--- src/sd_dma_consts.svh ---
`ifndef SD_DMA_CONSTS_SVH
`define SD_DMA_CONSTS_SVH

// descriptor line layout, low word
`define DESC_VALID_BIT 0
`define DESC_END_BIT 1
`define DESC_INT_BIT 2
`define DESC_OP_LSB 4
`define DESC_OP_MSB 5
`define DESC_LEN_LSB 16
`define DESC_LEN_MSB 31

// line operation codes
`define OP_SKIP 2'h0
`define OP_RSVD 2'h1
`define OP_MOVE 2'h2
`define OP_JUMP 2'h3

// address steps in bytes
`define HI_WORD_OFS 32'h0000_0004
`define LINE_STEP 32'h0000_0008
`define WORD_STEP 32'h0000_0004
`define WORD_BYTES 17'h0_0004

// zero length means a full 64 KiB
`define LEN_FULL 17'h1_0000
`define LEN_ZERO 16'h0000

// bus codes
`define HTRANS_IDLE 2'h0
`define HTRANS_NONSEQ 2'h2
`define HSIZE_WORD 3'h2
`define HRESP_OKAY 1'b0

// data buffer shape
`define BUF_WIDTH 32
`define BUF_DEPTH 16

`endif

--- src/sd_dma_pkg.sv ---
`default_nettype none
package sd_dma_pkg;

    // engine states
    typedef enum logic [1:0] {
        halted_state = 2'b00,
        descriptor_read_state = 2'b01,
        pointer_update_state = 2'b10,
        payload_move_state = 2'b11
    } eng_state_t;

    // master request side of the system bus
    typedef struct packed {
        logic [1:0] htrans;
        logic [31:0] haddr;
        logic hwrite;
        logic [2:0] hsize;
        logic [31:0] hwdata;
    } ahb_req_t;

    // slave answer side of the system bus
    typedef struct packed {
        logic hready;
        logic hresp;
        logic [31:0] hrdata;
    } ahb_rsp_t;

    // one-cycle event pulses
    typedef struct packed {
        logic line_done;
        logic table_done;
        logic fault;
    } eng_evt_t;

    // captured on a fault
    typedef struct packed {
        eng_state_t fault_state_capture;
        logic [31:0] fault_address_capture;
    } fault_info_t;

endpackage

`default_nettype wire

--- src/sd_host_descriptor_dma.sv ---
// Contract
// - skip code 00 lines; 01 reserved
// - code 10 moves data at pointer
// - code 11 jumps to pointer address
// - length zero means 65536 bytes
// - bit 2 raises per-line event
// - bit 1 ends table, raises completion
// - bit 0 clear raises fault, halts
// - halt until command write starts engine
// - read one line, then update pointer
// - jump line loads address, reads again
// - other lines step address, move payload
// - after payload: next line or halt
// - no block-gap pause, no continuation
// - fault records state and address
// - each line is 64 bits
`include "sd_dma_consts.svh"
`timescale 1ns/10ps
`default_nettype none

module sd_host_descriptor_dma (
    input wire logic clk,
    input wire logic rst,
    // command register written: start pulse
    input wire logic cmd_write,
    // descriptor table base address
    input wire logic [31:0] table_base,
    // direction: 1 memory to card, 0 card to memory
    input wire logic dir_to_card,
    // system bus master
    output sd_dma_pkg::ahb_req_t ahb_req,
    input wire sd_dma_pkg::ahb_rsp_t ahb_rsp,
    // card path, memory to card
    output logic card_tx_valid,
    input wire logic card_tx_ready,
    output logic [31:0] card_tx_data,
    // card path, card to memory
    input wire logic card_rx_valid,
    output logic card_rx_ready,
    input wire logic [31:0] card_rx_data,
    // status
    output logic engine_busy,
    output sd_dma_pkg::eng_evt_t events,
    output sd_dma_pkg::fault_info_t fault_info
);

    // whole state of the engine
    typedef struct packed {
        sd_dma_pkg::eng_state_t st; // current engine state
        logic data_ph; // bus data phase pending
        logic hi_word; // fetching upper half
        logic to_card; // direction latched at start
        logic [31:0] sys_addr; // current descriptor address
        logic [31:0] line_lo; // lower half of line
        logic [31:0] line_ptr; // upper half: pointer
        logic [31:0] buf_addr; // payload address
        logic [16:0] remaining; // payload bytes left
        sd_dma_pkg::ahb_req_t ahb; // registered bus request
        logic busy; // engine out of halt
        sd_dma_pkg::eng_evt_t evt; // event pulses
        sd_dma_pkg::fault_info_t fault; // fault capture
    } eng_t;

    eng_t r, n;

    logic bus_idle; // free to launch a transfer
    logic bus_accept; // address phase taken
    logic bus_done; // data phase finished
    logic bus_err; // data phase answered error
    logic fifo_in_valid; // word offered to buffer
    logic fifo_in_ready; // buffer has room
    logic [31:0] fifo_in_data; // word into buffer
    logic fifo_out_valid; // buffer holds a word
    logic fifo_out_ready; // word taken from buffer
    logic [31:0] fifo_out_data; // head word
    logic write_pop; // head taken for a bus write
    logic [1:0] op; // operation code of held line
    logic [16:0] line_bytes; // decoded length

    // byte count after one word, floored at zero
    function automatic logic [16:0] less_word(input logic [16:0] b);
        if (b <= `WORD_BYTES) begin
            less_word = '0;
        end else begin
            less_word = b - `WORD_BYTES;
        end
    endfunction

    // single-transfer bus request
    function automatic sd_dma_pkg::ahb_req_t bus_launch(
        input logic [31:0] addr,
        input logic wr,
        input logic [31:0] wdata
    );
        bus_launch.htrans = `HTRANS_NONSEQ;
        bus_launch.haddr = addr;
        bus_launch.hwrite = wr;
        bus_launch.hsize = `HSIZE_WORD;
        bus_launch.hwdata = wdata;
    endfunction

    // bus handshake decode
    assign bus_idle = !r.data_ph && (r.ahb.htrans == `HTRANS_IDLE);
    assign bus_accept = (r.ahb.htrans == `HTRANS_NONSEQ) && ahb_rsp.hready;
    assign bus_done = r.data_ph && ahb_rsp.hready;
    assign bus_err = bus_done && (ahb_rsp.hresp != `HRESP_OKAY);

    // fields of the held line
    assign op = r.line_lo[`DESC_OP_MSB:`DESC_OP_LSB];
    assign line_bytes = (r.line_lo[`DESC_LEN_MSB:`DESC_LEN_LSB] == `LEN_ZERO)
        ? `LEN_FULL
        : {1'b0, r.line_lo[`DESC_LEN_MSB:`DESC_LEN_LSB]};

    // a memory-bound write launch takes the head word
    assign write_pop = (r.st == sd_dma_pkg::payload_move_state)
        && !r.to_card && bus_idle && fifo_out_valid
        && (r.remaining != '0) && (op == `OP_MOVE);

    // buffer input: memory reads or card words
    assign fifo_in_valid = r.to_card
        ? (r.st == sd_dma_pkg::payload_move_state) && bus_done
          && !bus_err && !r.ahb.hwrite
        : card_rx_valid;
    assign fifo_in_data = r.to_card ? ahb_rsp.hrdata : card_rx_data;

    // buffer output: card or bus writes
    assign fifo_out_ready = r.to_card ? card_tx_ready : write_pop;

    // card path handshakes follow direction
    assign card_tx_valid = r.to_card && fifo_out_valid;
    assign card_tx_data = fifo_out_data;
    assign card_rx_ready = !r.to_card && fifo_in_ready;

    // registered outputs
    assign ahb_req = r.ahb;
    assign engine_busy = r.busy;
    assign events = r.evt;
    assign fault_info = r.fault;

    // data buffer between bus and card
    word_fifo #(
        .WIDTH(`BUF_WIDTH),
        .DEPTH(`BUF_DEPTH)
    ) u_buf (
        .clk(clk),
        .rst(rst),
        .in_valid(fifo_in_valid),
        .in_ready(fifo_in_ready),
        .in_data(fifo_in_data),
        .out_valid(fifo_out_valid),
        .out_ready(fifo_out_ready),
        .out_data(fifo_out_data)
    );

    // engine next-state logic
    always_comb begin
        n = r;
        n.evt = '0;
        // address phase taken: drop request, await data
        if (bus_accept) begin
            n.ahb.htrans = `HTRANS_IDLE;
            n.data_ph = 1'b1;
        end
        if (bus_done) begin
            n.data_ph = 1'b0;
        end
        unique case (r.st)
            // wait for a command write
            sd_dma_pkg::halted_state: begin
                n.busy = 1'b0;
                if (cmd_write) begin
                    n.st = sd_dma_pkg::descriptor_read_state;
                    n.sys_addr = table_base;
                    n.to_card = dir_to_card;
                    n.hi_word = 1'b0;
                    n.busy = 1'b1;
                end
            end
            // fetch both halves of one 64-bit line
            sd_dma_pkg::descriptor_read_state: begin
                if (bus_idle) begin
                    n.ahb = bus_launch(r.hi_word
                        ? r.sys_addr + `HI_WORD_OFS : r.sys_addr,
                        1'b0, '0);
                end
                if (bus_done && !bus_err) begin
                    if (!r.hi_word) begin
                        n.line_lo = ahb_rsp.hrdata;
                        n.hi_word = 1'b1;
                    end else begin
                        n.line_ptr = ahb_rsp.hrdata;
                        n.hi_word = 1'b0;
                        n.st = sd_dma_pkg::pointer_update_state;
                    end
                end
            end
            // decide next address from the held line
            sd_dma_pkg::pointer_update_state: begin
                if (!r.line_lo[`DESC_VALID_BIT] || op == `OP_RSVD) begin
                    // invalid or reserved line: fault
                    n.evt.fault = 1'b1;
                    n.fault.fault_state_capture = r.st;
                    n.fault.fault_address_capture = r.sys_addr;
                    n.st = sd_dma_pkg::halted_state;
                end else if (op == `OP_JUMP) begin
                    n.sys_addr = r.line_ptr;
                    n.st = sd_dma_pkg::descriptor_read_state;
                end else begin
                    n.sys_addr = r.sys_addr + `LINE_STEP;
                    n.buf_addr = r.line_ptr;
                    n.remaining = line_bytes;
                    n.st = sd_dma_pkg::payload_move_state;
                end
            end
            // move the line's payload, runs to the end unpaused
            sd_dma_pkg::payload_move_state: begin
                if (op != `OP_MOVE || (r.remaining == '0 && bus_idle)) begin
                    // line finished, skip lines move nothing
                    n.evt.line_done = r.line_lo[`DESC_INT_BIT];
                    if (r.line_lo[`DESC_END_BIT]) begin
                        n.evt.table_done = 1'b1;
                        n.st = sd_dma_pkg::halted_state;
                    end else begin
                        n.st = sd_dma_pkg::descriptor_read_state;
                    end
                end else begin
                    // launch one word when the buffer allows
                    if (r.to_card) begin
                        if (bus_idle && fifo_in_ready
                            && r.remaining != '0) begin
                            n.ahb = bus_launch(r.buf_addr, 1'b0, '0);
                        end
                    end else if (write_pop) begin
                        n.ahb = bus_launch(r.buf_addr, 1'b1,
                            fifo_out_data);
                    end
                    // word completed on the bus
                    if (bus_done && !bus_err) begin
                        n.buf_addr = r.buf_addr + `WORD_STEP;
                        n.remaining = less_word(r.remaining);
                    end
                end
            end
        endcase
        // bus error in any active state halts with capture
        if (bus_err) begin
            n.evt.fault = 1'b1;
            n.evt.line_done = 1'b0;
            n.evt.table_done = 1'b0;
            n.fault.fault_state_capture = r.st;
            n.fault.fault_address_capture = r.sys_addr;
            n.st = sd_dma_pkg::halted_state;
            n.hi_word = 1'b0;
        end
    end

    // state register, halted after reset
    always_ff @(posedge clk) begin
        if (rst) begin
            r <= '0;
            r.st <= sd_dma_pkg::halted_state;
            r.ahb.hsize <= `HSIZE_WORD;
        end else begin
            r <= n;
        end
    end

endmodule

`default_nettype wire

--- src/word_fifo.sv ---
`timescale 1ns/10ps
`default_nettype none

module word_fifo #(
    parameter int WIDTH = 32,
    parameter int DEPTH = 16
) (
    input wire logic clk,
    input wire logic rst,
    input wire logic in_valid,
    output logic in_ready,
    input wire logic [WIDTH-1:0] in_data,
    output logic out_valid,
    input wire logic out_ready,
    output logic [WIDTH-1:0] out_data
);

    localparam int AW = $clog2(DEPTH);

    // whole state of the buffer
    typedef struct packed {
        logic [DEPTH-1:0][WIDTH-1:0] mem;
        logic [AW-1:0] wr_ptr;
        logic [AW-1:0] rd_ptr;
        logic [AW:0] count;
    } fifo_t;

    fifo_t r, n;
    logic push; // word accepted this cycle
    logic pop; // word leaves this cycle

    // honest flags from the occupancy count
    assign in_ready = (r.count != (AW + 1)'(DEPTH));
    assign out_valid = (r.count != '0);
    assign out_data = r.mem[r.rd_ptr];
    assign push = in_valid && in_ready;
    assign pop = out_valid && out_ready;

    // next state: write, read, count
    always_comb begin
        n = r;
        if (push) begin
            n.mem[r.wr_ptr] = in_data;
            n.wr_ptr = r.wr_ptr + 1'b1;
        end
        if (pop) begin
            n.rd_ptr = r.rd_ptr + 1'b1;
        end
        if (push && !pop) begin
            n.count = r.count + 1'b1;
        end else if (pop && !push) begin
            n.count = r.count - 1'b1;
        end
    end

    // state register, pointers cleared on reset
    always_ff @(posedge clk) begin
        if (rst) begin
            r.wr_ptr <= '0;
            r.rd_ptr <= '0;
            r.count <= '0;
            r.mem <= n.mem;
        end else begin
            r <= n;
        end
    end

endmodule

`default_nettype wire
--- config.mk ---
export PLATFORM = sky130hd
export DESIGN_NAME = sd_host_descriptor_dma
export DESIGN_NICKNAME = d
export VERILOG_FILES = /design/src/sd_dma_pkg.sv /design/src/sd_host_descriptor_dma.sv /design/src/word_fifo.sv
export VERILOG_INCLUDE_DIRS = /design/src
export SDC_FILE = /design/constraint.sdc
export NUM_CORES = 1
export LEC_CHECK = 0
export BUFFER_PORTS_ARGS = -buffer_cell sky130_fd_sc_hd__buf_2
export CAP_MARGIN = 20
export CORE_MARGIN = 5
export CORE_UTILIZATION = 25
export CTS_CLUSTER_SIZE = 14
export DETAILED_ROUTE_END_ITERATION = 10
export HOLD_SLACK_MARGIN = 0.08
export SYNTH_ARGS = -nofsm -noshare
export SYNTH_HDL_FRONTEND = slang
export SYNTH_SLANG_ARGS = --single-unit
--- constraint.sdc ---
create_clock -name clk -period 7 [get_ports clk]
set_input_delay 1.05 -clock clk [delete_from_list [all_inputs] [get_ports clk]]
set_output_delay 1.05 -clock clk [all_outputs]
set_load 0.03 [all_outputs]
==> run_results.csv <==
group,metric,value,unit
sta,finalMaxSlewViolations,0,
status,status,"finished clean",
clocking,post_cts.resized_instances,0,
die,design.core.area,131600,um2
critical_path,cp-end-kind,"output pin",
layout,multiInputGateArea,11100,um2
sta,hold_viol,0,
critical_path,cp.arrival,3.76,ns
synthesis,synth_cells,2616,
critical_path,cp-start-kind,"flop",
layout,seqCellArea,20550,um2
synthesis,synth_edf_count,512,
synthesis,synth-seq-cells,770,
pwr,ir_drop,0.1806,mV
critical_path,required,5.95,ns
layout,final_core_util,29.22,%
clocking,cts-htree-levels,3,
sta,relSlewSlack,27.43,%
critical_path,path_max_fanout,39,
synthesis,syn_area_per_cell,12.68,um2
synthesis,synthDistinctLibCells,80,
sta,setup_viol,0,
critical_path,worstSetupPathType,"flop to output pin",
routing,drc_errors,0,
sta,fmax,207.8,MHz
routing,wl_per_cell,23.32,um
synthesis,synthFlopType,"edfxtp_1",
placed_design,place_congestion,0.8713,
clocking,cts_setup_buffers,0,
global_routing,grt_pass1_vias,21670,
min_path,hp-class,"flop to flop",
die,pin_count,246,
routing,routed_wirelength,105600,um
critical_path,cpLargestDelayFamily,"compound AO/OA/AOI/OAI gates",
die,start_util,25.19,%
synthesis,yosysSeqAreaShare,61.94,%
placed_design,placed_cells,4366,
die,row_count,133,
global_routing,antenna_found_initial,13,
pwr,power.total,0.01033,W
sta,skew,0.04052,ns
global_routing,met2_usage,22.67,%
clocking,cts_root_buffer,"clkbuf_16",
global_routing,overflow,0,
placed_design,postPlaceCellArea,35590,um2
clocking,cts.sinks,770,
sta,setup_tns,0,ns
clocking,cts_buffer_depth,3,
clocking,cts_buffers,85,
clocking,postCtsHoldBufs,0,
sta,rsz0062_at_grt,"no",
critical_path,slowest_delay,0.84,ns
global_routing,grt_max_degree,65,
placed_design,port_buffers,243,
layout,instances_no_fill,4529,
global_routing,busiest_layer,"met2",
sta,min_period_over_period,68.74,%
placed_design,dpl.hpwl,69800,um
layout,fin_nets,2822,
layout,mostFrequentLayoutCells,"edfxtp_1, nand2_1, dfxtp_1",
clocking,clock_latency,0.70,ns
global_routing,use_met1,20.73,%
die,die_area,140000,um2
critical_path,timing.critical_path.buf_inv,2,
routing,dr_total_vias,22710,
synthesis,syn_area,33160,um2
layout,mostFrequentLayoutCell,"edfxtp_1",
global_routing,grtUsageMet3,3.366,%
global_routing,grt_pass1_wl,153100,um
die,die_h,374.2,um
global_routing,grt_usage,14.57,%
layout,area_delta_synth_final,15.99,%
synthesis,yosys_warnings,0,
job,drv_cap,0,
routing,dr.pass1.iters,8,
layout,fillCellCount,13310,
clocking,cts_tree,"yes",
routing,drtIter0Drc,2290,
synthesis,synthArstFlopShare,0,%
layout,final_layout_size_suffix_gt1_share,22.15,%
critical_path,critPathSlowestCell,"dfxtp_4",
critical_path,crit_chain,"buf_4 -> mux2i_1 -> a221oi_1 -> a21oi_1 -> o21ai_0 -> buf_2",
routing,postRouteAntennaNets,0,
sta,fin_crit,4.812,ns
routing,viasPerCell,5.013,
layout,finish.instance_area,38460,um2
clocking,clkTransAtPathRegs,0.07,ns
pwr,pwr_density_cell,268.7,nW/um2
sta,tightest_slew,1.080,ns
pwr,leakage,12.37,nW
die,die_w,374.2,um
==> power by group <==
group	leakage, nW	switching (W)	internal [W]	total (W)
Sequential	6.71	0.0000621	0.00497	0.00504
Clock	1.38	0.00193	0.00260	0.00453
Combinational	4.28	0.000538	0.000227	0.000765
==> flip-flops by register name (all words and copies together), names as in the netlist <==
| signal | cells |
|---|---|
| u_buf.r | 525 |
| r | 137 |
| ahb_req | 68 |
| fault_info | 34 |
| events | 3 |
| op | 2 |
| engine_busy | 1 |
==> kinds of logic (layout without fill, tap and decap cells) <==
kind of cell	after synthesis	count (layout)	synth area share, %
xor gates and xnor gates	25	25	0.6604
DFF	770	770	61.94
buffers and inverters	331	486	5.147
other	1	4	0.01131
adders and majority gates	16	16	0.6264
and+or+nand+nor	671	671	9.792
muxes	207	207	10.00
AOI/OAI and AO/OA	595	595	11.81
==> routing by layer <==
layer	share of wire (%)	vias up	wire length [um]
met2	45	1017	47890
met4	1.8	0	1918
met1	44	11440	46740
met5	0	-	0
met3	8.6	134	9045
li1	-	10120	-
==> metrics by stage <==
stage	setup WS, ns	hold WS [ns]
floorplan	2.377	0.4122
global placement	2.721	0.4178
detailed placement	2.656	0.4198
CTS	1.909	0.4367
global route	1.882	0.4549
finish	2.188	0.4311
==> cells in the mapped netlist (all sizes together) (13+ instances only) <==
library cell,count,share of area (%)
edfxtp,512,46
nand2,288,3.3
dfxtp,258,16
a21oi,196,3.0
clkbuf,155,1.8
buf,149,3.1
mux4,96,6.5
nor2,91,1.0
o21ai,91,1.4
mux2i,76,2.3
a22oi,68,1.5
nand3,59,0.89
a221oi,50,1.4
a31oi,49,0.92
a22o,44,1.2
nor3,41,0.65
nor4,40,0.77
mux2,35,1.2
nand4,30,0.57
inv,27,0.31
and3,22,0.43
or3,19,0.36
or4,19,0.44
ha,15,0.57
xor2,13,0.34
==> path summary, 6_finish.rpt <==
path                                  from                       end  slack, ns  cells past startpoint
hold / removal    ahb_req[33]$_SDFFE_PP1P_  ahb_req[33]$_SDFFE_PP1P_       0.43                      1
setup / recovery   u_buf.r[5]$_SDFFE_PP0P_          card_tx_data[12]       2.19                      6
setup reg to reg       r[110]$_SDFFE_PP0P_   u_buf.r[4]$_SDFFE_PP0P_       2.80                     13
hold reg to reg   ahb_req[33]$_SDFFE_PP1P_  ahb_req[33]$_SDFFE_PP1P_       0.43                      1
==> cell type report <==
class,count,share of cell area [%]
Antenna cell,2,0.01301
Clock buffer,103,5.813
Clock inverter,54,1.506
Inverter,27,0.2635
Multi-Input combinational cell,1516,28.86
Sequential cell,770,53.43
Tap cell,1755,5.709
Timing Repair Buffer,302,4.408
No activity file was read; power rests on OpenSTA's default activity.
